[config.mk]
export PLATFORM = sky130hd
export DESIGN_NAME = adc_output_demux
export DESIGN_NICKNAME = d
export VERILOG_FILES = /design/src/adc_demux_pkg.sv /design/src/sync_delay_line.sv /design/src/adc_output_demux.sv
export VERILOG_INCLUDE_DIRS = /design/src
export SDC_FILE = /design/constraint.sdc
export NUM_CORES = 1
export LEC_CHECK = 0
export BUFFER_PORTS_ARGS = -buffer_cell sky130_fd_sc_hd__clkbuf_2
export CORE_MARGIN = 1
export CORE_UTILIZATION = 51
export DETAILED_ROUTE_END_ITERATION = 12
export GPL_ROUTABILITY_DRIVEN = 0
export PLACE_DENSITY = 0.73
export SYNTH_ARGS = -nofsm -noshare
export SYNTH_HDL_FRONTEND = slang
export SYNTH_SLANG_ARGS = --single-unit
[constraint.sdc]
create_clock -name clock -period 1.44 [get_ports clock]
set_input_delay 0.072 -clock clock [delete_from_list [all_inputs] [get_ports clock]]
set_output_delay 0.072 -clock clock [all_outputs]
set_load 0.1 [all_outputs]
[src/adc_demux_defs.svh]
`ifndef ADC_DEMUX_DEFS_SVH
`define ADC_DEMUX_DEFS_SVH

// --------------------------------------------------------------------------
// output coding
// --------------------------------------------------------------------------
`define CODE_FULL_SCALE 8'hff
`define CODE_ZERO_SCALE 8'h00
`define CODE_MID_LOW    8'h7f
`define CODE_MID_HIGH   8'h80

// --------------------------------------------------------------------------
// latency in sample clocks, and data reset value
// --------------------------------------------------------------------------
`define PRIMARY_LATENCY 7
`define RESET_LATENCY   6
`define DATA_RESET_VAL  8'h00

`endif

[src/adc_demux_pkg.sv]
package adc_demux_pkg;
  typedef enum logic [1:0] {
    full_rate_mode,
    half_rate_mode,
    quarter_rate_mode
  } rate_mode_e;
endpackage

[src/sync_delay_line.sv]
`timescale 1ns/1ps
`include "adc_demux_defs.svh"

// --------------------------------------------------------------------------
// delay line: a fixed number of sample clocks, cleared by reset
// --------------------------------------------------------------------------
module sync_delay_line #(
  parameter int WIDTH = 1,
  parameter int DEPTH = 2
) (
  input  wire logic             clock,
  input  wire logic             nrst,
  input  wire logic [WIDTH-1:0] din,
  output logic      [WIDTH-1:0] dout
);

  logic [WIDTH-1:0] stage_q [DEPTH];

  // first stage takes the input
  always_ff @(posedge clock or negedge nrst) begin
    if (!nrst) begin
      stage_q[0] <= '0;
    end else begin
      stage_q[0] <= din;
    end
  end

  // remaining stages shift
  genvar i;
  generate
    for (i = 1; i < DEPTH; i++) begin : g_stage
      always_ff @(posedge clock or negedge nrst) begin
        if (!nrst) begin
          stage_q[i] <= '0;
        end else begin
          stage_q[i] <= stage_q[i-1];
        end
      end
    end
  endgenerate

  assign dout = stage_q[DEPTH-1];

endmodule

[src/adc_output_demux.sv]
`timescale 1ns/1ps
`include "adc_demux_defs.svh"

module adc_output_demux
  import adc_demux_pkg::*;
#(
  parameter int DATA_WIDTH = 8,
  parameter int LATENCY    = `PRIMARY_LATENCY,
  parameter int RST_LAT    = `RESET_LATENCY
) (
  input  wire logic                  clock,
  input  wire logic                  nrst,
  input  wire logic [DATA_WIDTH-1:0] sample_code,
  input  wire logic                  sample_over,
  input  wire logic                  port_split_enable,
  input  wire logic                  rate_select,
  input  wire logic                  sync_reset_in,
  output logic      [DATA_WIDTH-1:0] primary_data,
  output logic      [DATA_WIDTH-1:0] aux_data,
  output logic                       overrange,
  output logic                       data_valid_clock,
  output logic                       sync_reset_out,
  output logic                       sync_reset_out_n
);

  // ------------------------------------------------------------------------
  // mode decode
  // ------------------------------------------------------------------------
  logic            split_s1_q;
  logic            split_s2_q;
  logic            rate_s1_q;
  logic            rate_s2_q;
  logic            rst_s1_q;
  logic            rst_s2_q;
  rate_mode_e      mode;

  // static pins still pass two flip-flops before use
  always_ff @(posedge clock or negedge nrst) begin
    if (!nrst) begin
      split_s1_q <= 1'b0;
      split_s2_q <= 1'b0;
      rate_s1_q  <= 1'b0;
      rate_s2_q  <= 1'b0;
    end else begin
      split_s1_q <= port_split_enable;
      split_s2_q <= split_s1_q;
      rate_s1_q  <= rate_select;
      rate_s2_q  <= rate_s1_q;
    end
  end

  // split low wins over rate select
  assign mode = !split_s2_q ? full_rate_mode :
                (rate_s2_q ? quarter_rate_mode : half_rate_mode);

  // ------------------------------------------------------------------------
  // reset input latch
  // ------------------------------------------------------------------------
  // an open input is held low by the pin buffer, i.e. deasserted
  // captured on the rising sample clock
  always_ff @(posedge clock or negedge nrst) begin
    if (!nrst) begin
      rst_s1_q <= 1'b0;
      rst_s2_q <= 1'b0;
    end else begin
      rst_s1_q <= sync_reset_in;
      rst_s2_q <= rst_s1_q;
    end
  end

  // ------------------------------------------------------------------------
  // sample coding and latency pipeline
  // ------------------------------------------------------------------------
  logic [DATA_WIDTH-1:0] code_clamped;
  logic                  over_clamped;
  logic [DATA_WIDTH:0]   conv_out;
  logic                  conv_rst;

  // the quantizer saturates; overrange only at the top end
  assign over_clamped = sample_over && (sample_code == `CODE_FULL_SCALE);
  assign code_clamped = sample_code;

  // conversion latency, one word per sample clock
  sync_delay_line #(
    .WIDTH (DATA_WIDTH + 1),
    .DEPTH (LATENCY)
  ) u_data_pipe (
    .clock (clock),
    .nrst  (nrst),
    .din   ({over_clamped, code_clamped}),
    .dout  (conv_out)
  );

  // reset pipeline, matched to data latency less one
  sync_delay_line #(
    .WIDTH (1),
    .DEPTH (RST_LAT)
  ) u_rst_pipe (
    .clock (clock),
    .nrst  (nrst),
    .din   (rst_s2_q),
    .dout  (conv_rst)
  );

  // ------------------------------------------------------------------------
  // divider and demultiplexer
  // ------------------------------------------------------------------------
  logic [1:0]            phase_q;
  logic [1:0]            phase_d;
  logic [DATA_WIDTH-1:0] hold_q;
  logic                  hold_over_q;
  logic                  take_hold;
  logic                  load_port;
  logic                  keep_hold;
  logic [DATA_WIDTH-1:0] prim_d;
  logic [DATA_WIDTH-1:0] aux_d;
  logic                  over_d;
  logic                  dvc_d;
  logic [DATA_WIDTH-1:0] prim_q;
  logic [DATA_WIDTH-1:0] aux_q;
  logic                  over_q;
  logic                  dvc_q;
  logic                  rst_out_q;
  logic                  rst_out_n_q;

  // divider forced to phase zero while reset is held
  assign phase_d = conv_rst ? 2'h0 : phase_q + 2'h1;

  // quarter rate: phase 0 held, phase 2 loads, odd phases dropped
  assign keep_hold = (mode == quarter_rate_mode) ? (phase_q == 2'h0)
                                                 : !phase_q[0];
  assign take_hold = (mode != full_rate_mode) && keep_hold;
  assign load_port = (mode == full_rate_mode) ? 1'b1 :
                     (mode == half_rate_mode) ? phase_q[0] :
                     (phase_q == 2'h2);

  // older sample to auxiliary, newer to primary
  assign prim_d = load_port ? conv_out[DATA_WIDTH-1:0] : prim_q;
  assign aux_d  = !load_port ? aux_q :
                  (mode == full_rate_mode) ? prim_q : hold_q;

  // full rate flags primary only; split modes OR both ports
  assign over_d = !load_port ? over_q :
                  (mode == full_rate_mode) ? conv_out[DATA_WIDTH] :
                  (conv_out[DATA_WIDTH] | hold_over_q);

  // data-valid clock rises with each port update in split modes; toggles every sample clock at full rate
  assign dvc_d = (mode == full_rate_mode) ? !dvc_q :
                 (mode == half_rate_mode) ? phase_q[0] :
                 phase_q[1];

  // divider counter
  always_ff @(posedge clock or negedge nrst) begin
    if (!nrst) begin
      phase_q <= 2'h0;
    end else begin
      phase_q <= phase_d;
    end
  end

  // older sample of the pair waits here
  always_ff @(posedge clock or negedge nrst) begin
    if (!nrst) begin
      hold_q      <= `DATA_RESET_VAL;
      hold_over_q <= 1'b0;
    end else if (take_hold) begin
      hold_q      <= conv_out[DATA_WIDTH-1:0];
      hold_over_q <= conv_out[DATA_WIDTH];
    end
  end

  // output ports, updated together
  always_ff @(posedge clock or negedge nrst) begin
    if (!nrst) begin
      prim_q <= `DATA_RESET_VAL;
      aux_q  <= `DATA_RESET_VAL;
      over_q <= 1'b0;
      dvc_q  <= 1'b0;
    end else begin
      prim_q <= prim_d;
      aux_q  <= aux_d;
      over_q <= over_d;
      dvc_q  <= dvc_d;
    end
  end

  // reset output stage at the end of the path
  always_ff @(posedge clock or negedge nrst) begin
    if (!nrst) begin
      rst_out_q   <= 1'b0;
      rst_out_n_q <= 1'b1;
    end else begin
      rst_out_q   <= conv_rst;
      rst_out_n_q <= !conv_rst; // complementary leg, own flop
    end
  end

  // ------------------------------------------------------------------------
  // outputs
  // ------------------------------------------------------------------------
  assign primary_data     = prim_q;
  assign aux_data         = aux_q;
  assign overrange        = over_q;
  assign data_valid_clock = dvc_q;
  assign sync_reset_out   = rst_out_q;
  assign sync_reset_out_n = rst_out_n_q; // complementary leg of the pair

endmodule

# After elaboration in Yosys (flattened, before gate mapping)
# Index checks and enable logic that the tools add are counted.
[totals]
latchBits = 0
ram_bits = 0
word_cells = 52
reg_bits = 106
output_inout_bits = 20
mem_bits_ro = 0
mem_count = 0
input_bits = 14
[op_classes]
bitwise = 1
n_div = 0
multipliers = 0
reduce_logical = 8
magnitude_cmp = 0
eq_ne = 4
add_sub_neg = 1
n_mux = 10
shifts = 0
[ops]
columns = ["operator", "count"]
rows = [
  ["8-bit equality test (second input constant)", 1],
  ["8-bit 2-to-1 mux", 1],
  ["1-bit 2-to-1 mux", 6],
  ["2-bit 2-to-1 mux", 3],
  ["2-bit equality test (second input constant)", 2],
  ["2-bit logical NOT", 2],
  ["1-bit logical NOT", 3],
  ["2-bit by 1-bit adder with 2-bit output (second input constant)", 1],
  ["2-bit by 1-bit equality test with 1-bit output (second input constant)", 1],
  ["1-bit logical AND", 2],
  ["2-bit nonzero test", 1],
  ["1-bit OR", 1],
]

# Logic depth before layout (Yosys ltp)
[depth]
word_depth = 5
mapped_depth = 6
mapped_depth_nobuf = 5

# Cells and area by module
# Synthesis repeated with hierarchy kept, for this count alone.
[unflattened]
cells_unflattened = 172
area_unflattened_um2 = 3306.9
[by_module_without_submodules]
columns = ["mod", "cells_per_inst", "n_inst", "area_per_inst_um2", "seq_area_each_um2"]
rows = [
  ["sync_delay_line at u_data_pipe", 72, 1, 1644.1, 1576.5],
  ["adc_output_demux", 94, 1, 1512.7, 927.1],
  ["sync_delay_line at u_rst_pipe", 6, 1, 150.1, 150.1],
]

# Least setup slack after synthesis
# Ideal clock, no wire load.
[synth_timing]
kind = "reg2reg"
start = "register prim_q[5], in the netlist primary_data[5]"
end = "register aux_q[5], in the netlist aux_data[5]"
setup_time_ps = 126
n_path_buf = 0
arrival_time_ps = 1391
setup_slack_ps = -77
stages_incl_launch_ff = 3
period_less_slack_ps = 1517
cell_sequence = "dfrtp_1 -> mux2_2 -> mux2_4"
[synth_via]
elab_chain_cells = 1
[synth_rtl]
columns = ["element", "line", "rtl"]
rows = [
  ["start: declaration", "adc_output_demux.sv:119", "logic [DATA_WIDTH-1:0] prim_q;"],
  ["start signal: assignment", "adc_output_demux.sv:175", "prim_q <= `DATA_RESET_VAL;"],
  ["start signal: assignment", "adc_output_demux.sv:180", "prim_q <= prim_d;"],
  ["8-bit 2-to-1 mux", "adc_output_demux.sv:140", "(mode == full_rate_mode) ? prim_q : hold_q;"],
  ["end signal: assignment", "adc_output_demux.sv:176", "aux_q <= `DATA_RESET_VAL;"],
  ["end signal: assignment", "adc_output_demux.sv:181", "aux_q <= aux_d;"],
  ["end: declaration", "adc_output_demux.sv:120", "logic [DATA_WIDTH-1:0] aux_q;"],
]
# No other way between the ends.
# A chain may end at the register's enable or synchronous reset.

# Worst setup path after layout
[layout_timing]
start = "register phase_q[1]"
end = "register hold_q[1]"
[layout_via]
elab_chain_cells = 3
[layout_rtl]
columns = ["element", "line", "rtl"]
rows = [
  ["start: declaration", "adc_output_demux.sv:108", "logic [1:0] phase_q;"],
  ["start signal: assignment", "adc_output_demux.sv:157", "phase_q <= phase_d;"],
  ["2-bit logical NOT", "adc_output_demux.sv:130", "assign keep_hold = (mode == quarter_rate_mode) ? (phase_q == 2'h0)"],
  ["1-bit 2-to-1 mux", "adc_output_demux.sv:130", ""],
  ["1-bit logical AND", "adc_output_demux.sv:132", "assign take_hold = (mode != full_rate_mode) && keep_hold;"],
  ["end signal: assignment", "adc_output_demux.sv:164", "hold_q <= `DATA_RESET_VAL;"],
  ["end signal: assignment", "adc_output_demux.sv:167", "hold_q <= conv_out[DATA_WIDTH-1:0];"],
  ["end: declaration", "adc_output_demux.sv:110", "logic [DATA_WIDTH-1:0] hold_q;"],
]
# No other way between the ends.

==> impl_summary.log <==
[metrics] part of the total power dissipated in combinational logic: 0.182
[metrics] Overflow after GRT: 0
[metrics] area occupied by registers: 2660 µm²
[metrics] number of max-capacitance violations reported: 0
[metrics] run status: complete, but fails checks
[metrics] net switching power of the design: 1.93 mW
[metrics] clock skew: 0.00631 ns
[metrics] number of fill cells in the layout: 383
[metrics] dominant cell by count in the synthesized netlist: sky130_fd_sc_hd__dfrtp_1
[metrics] most area-consuming cells after synthesis: sky130_fd_sc_hd__dfrtp_1 81%, sky130_fd_sc_hd__mux2_2 8.3%, sky130_fd_sc_hd__mux2_4 4.2%
[metrics] most instantiated flip-flop cell in the synthesis netlist: sky130_fd_sc_hd__dfrtp_1
[metrics] placeable core area: 6030 µm²
[metrics] global-route wire length before repair: 7400 µm
[metrics] H-Tree Level Count: 3
[metrics] average detailed-routed wire length per instance: 15.2 µm
[metrics] final total negative setup slack: -0.0171 ns
[metrics] number of nets produced by synthesis: 179
[metrics] Synth Register Bits: 106
[metrics] remaining number of nets flagged by the antenna check after routing: 0
[metrics] share of total power in the clock network: 0.317
[metrics] Commonest cells post-synth: 105 x sky130_fd_sc_hd__dfrtp_1, 24 x sky130_fd_sc_hd__mux2_2, 9 x sky130_fd_sc_hd__mux2_4
[metrics] number of antenna violations at the first check in global routing: 0
[metrics] standard-cell row count: 28
[metrics] fin crit share: 1.01
[metrics] Reg power frac: 0.500
[metrics] count of different cell masters after synthesis: 20
[metrics] average via count per standard cell: 4.75
[metrics] pin count of the biggest net entering global routing: 30
[metrics] Slew Viols, Final: 0
[metrics] die height: 81.7 µm
[metrics] CP Class: reg -> reg
[metrics] startpoint types: register
[metrics] Multi-input gate area: 601 µm²
[metrics] clock tree sinks: 106
[metrics] Overall Global Routing Usage: 0.159
[metrics] Remaining DRCs: 0
[metrics] Inserted Diodes: 0
[metrics] CTS tree: yes
[metrics] Arr. time, crit path: 1.68 ns
[metrics] number of instances in the synthesized netlist: 163
[metrics] area share of the largest cell type after synthesis: 0.811
[metrics] post-layout utilization of the core: 0.670
[metrics] Inserted Clock Buffers: 9
[metrics] number of detailed-routing iterations run before antenna repair: 3
[metrics] path category of the worst min-delay check: in -> async
[metrics] worst-case vdd ir drop: 1.14 mV
[metrics] total power: 6.64 mW
[metrics] share of synthesized flip-flops with an asynchronous set or reset: 1.00
[metrics] highest net fanout along the worst path: 5
[metrics] Synth-to-Final Area Change: 24.7%
[metrics] Post-Layout Inst Area: 4040 µm²
[metrics] clk buf depth: 2
[metrics] fraction of power spent switching nets: 0.290
[metrics] total wire length after detailed routing: 4670 µm
[metrics] register-to-register path setup slack: -0.009 ns
[metrics] post-synthesis area per instance: 19.9 µm²
[metrics] effective utilization at floorplan: 0.538
[metrics] internal power component: 4.71 mW
[metrics] total setup violations reported at the end of the flow: 3
[metrics] Die Outline Area: 6670 µm²
[metrics] yosys synthesis warning count: 0
[metrics] FMAX: 0.690 GHz
[metrics] detailed placer's ending HPWL: 2840 µm
[metrics] minimum clock period after layout: 1.45 ns
[metrics] leading area contributor after synthesis: sky130_fd_sc_hd__dfrtp_1
[metrics] Clock transition at path regs: 0.09 ns
[metrics] netlist area before placement: 3240 µm²
[metrics] Final nets: 243
[metrics] required time of the worst setup path: 1.68 ns
[metrics] violations in the final reports: setup timing
[metrics] worst slew margin relative to its limit: 0.636
[metrics] transition time at the pin with the least slew margin: 0.549 ns
[metrics] I/O pin count: 34
[metrics] Fin. Hold Viols: 0
[metrics] clock insertion delay at the later pin of the skew report: 0.35 ns
[metrics] power density normalized to cell area: 1640 nW/µm²
[metrics] instance area after placement: 3570 µm²
[metrics] Leak Pwr: 1.91 nW
[metrics] count of buffers inserted at the top-level ports: 33
[metrics] number of vias in the routed layout: 1458
[metrics] share of cells above drive strength 1: 0.457
[metrics] CTS root buffer: sky130_fd_sc_hd__clkbuf_8
[metrics] worst-case setup margin in the final layout: -0.00856 ns
[metrics] unrepaired setup endpoints after global routing: true
[metrics] sort of element at the end of the critical path: register
[metrics] Initial DRC Count: 53
[metrics] horizontal die dimension: 81.7 µm
[metrics] sequential cell area fraction in the yosys report: 0.819
[metrics] vias in the first global route: 1591
[metrics] count of flip-flops with a built-in enable after synthesis: 0
[worst paths after layout]
kind / startpoint / endpoint / depth (start not counted)
max in group asynchronous: nrst / u_data_pipe.stage_q[50]$_DFF_PN0_ / 3
hold reg to reg: u_data_pipe.stage_q[33]$_DFF_PN0_ / u_data_pipe.stage_q[24]$_DFF_PN0_ / 0
hold / removal: nrst / aux_data[0]$_DFFE_PN0P_ / 2
setup / recovery: phase_q[1]$_DFF_PN0_ / hold_q[1]$_DFFE_PN0P_ / 5
min in group clock: u_data_pipe.stage_q[33]$_DFF_PN0_ / u_data_pipe.stage_q[24]$_DFF_PN0_ / 0
setup reg to reg: phase_q[1]$_DFF_PN0_ / hold_q[1]$_DFFE_PN0P_ / 5
[through the flow]
step	setup WS [ns]	hold WS (ns)	instances
6_report	-0.00856	0.189	307
3_5_place_dp	-0.0370	0.0272	275
2_1_floorplan	-0.0257	-0.224	163
5_1_grt	-0.0681	0.219	307
3_3_place_gp	0.0172	0.0131	275
4_1_cts	-0.0209	0.180	306
[layer usage]
metal | share of wire | routed length, µm | global-route usage | vias up
met5 | 0 | 0 | 0 | -
met4 | 0.023 | 105 | 0.0754 | 0
met3 | 0.039 | 180 | 0.0533 | 11
met2 | 0.52 | 2400 | 0.276 | 39
met1 | 0.42 | 1980 | 0.175 | 739
li1 | - | - | - | 669
[logic make-up (layout without fill, tap and decap cells)]
logic type	Yosys count	in the layout	share of synthesized area
buffers and inverters	6	74	0.0104
muxes	34	34	0.128
and+or+nand+nor	13	14	0.0309
DFF	106	106	0.819
AOI/OAI and AO/OA	2	2	0.00348
adders and majority gates	2	2	0.00772
[repair_timing]
action | 4_1_cts | 5_1_grt
gates resized for setup | 3 | 9
endpoints found under the hold margin | 91 | 0
setup endpoints to repair | 25 | 17
pin swaps | 2 | 1
gates cloned | 1 | 1
buffers inserted | 1 | 0
hold buffers | 13 | 0
[flip-flops by register name (all words and copies together), names as in the netlist, 2 cells and up]
register and cells:
primary_data 8, u_rst_pipe.stage_q 5, aux_data 8, phase_q 2, hold_q 8, u_data_pipe.dout 9
u_data_pipe.stage_q 54
[layout make-up]
class,instances,area share
multi-input combinational,52,0.149
sequential,106,0.660
tap,75,0.0232
clock inverter,6,0.0279
clock buffer,10,0.0316
timing repair buffer,54,0.105
inverter,4,0.00372
[layout by cell type (no fill, tap or decap), types with 3 or more instances in the layout]
master / count
sky130_fd_sc_hd__buf_4: 4
sky130_fd_sc_hd__inv_1: 3
sky130_fd_sc_hd__clkbuf_2: 31
sky130_fd_sc_hd__buf_12: 4
sky130_fd_sc_hd__mux2_4: 15
sky130_fd_sc_hd__dfrtp_2: 8
sky130_fd_sc_hd__clkbuf_8: 9
sky130_fd_sc_hd__dlygate4sd3_1: 13
sky130_fd_sc_hd__dfrtp_1: 97
sky130_fd_sc_hd__mux2_2: 18
sky130_fd_sc_hd__nand3_4: 3
sky130_fd_sc_hd__bufinv_16: 3
[power groups by stage]
stage | sequential, mW | clock, mW | combinational [mW]
global route | 3.36 | 2.28 | 1.27
finish | 3.32 | 2.11 | 1.21
global placement | 3.36 | 0 | 1.11
floorplan | 3.99 | 0 | 0.258
detailed placement | 3.38 | 0 | 1.13
CTS | 3.32 | 2.15 | 1.18
[worst max-delay path, stage by stage (launching register included)]
cell                      delay [ns]
sky130_fd_sc_hd__dfrtp_1        0.38
sky130_fd_sc_hd__inv_1          0.06
sky130_fd_sc_hd__ha_2           0.17
sky130_fd_sc_hd__or2b_4         0.28
sky130_fd_sc_hd__nand3_4        0.12
sky130_fd_sc_hd__mux2_4         0.32
Power figures use the tool's default switching activity.
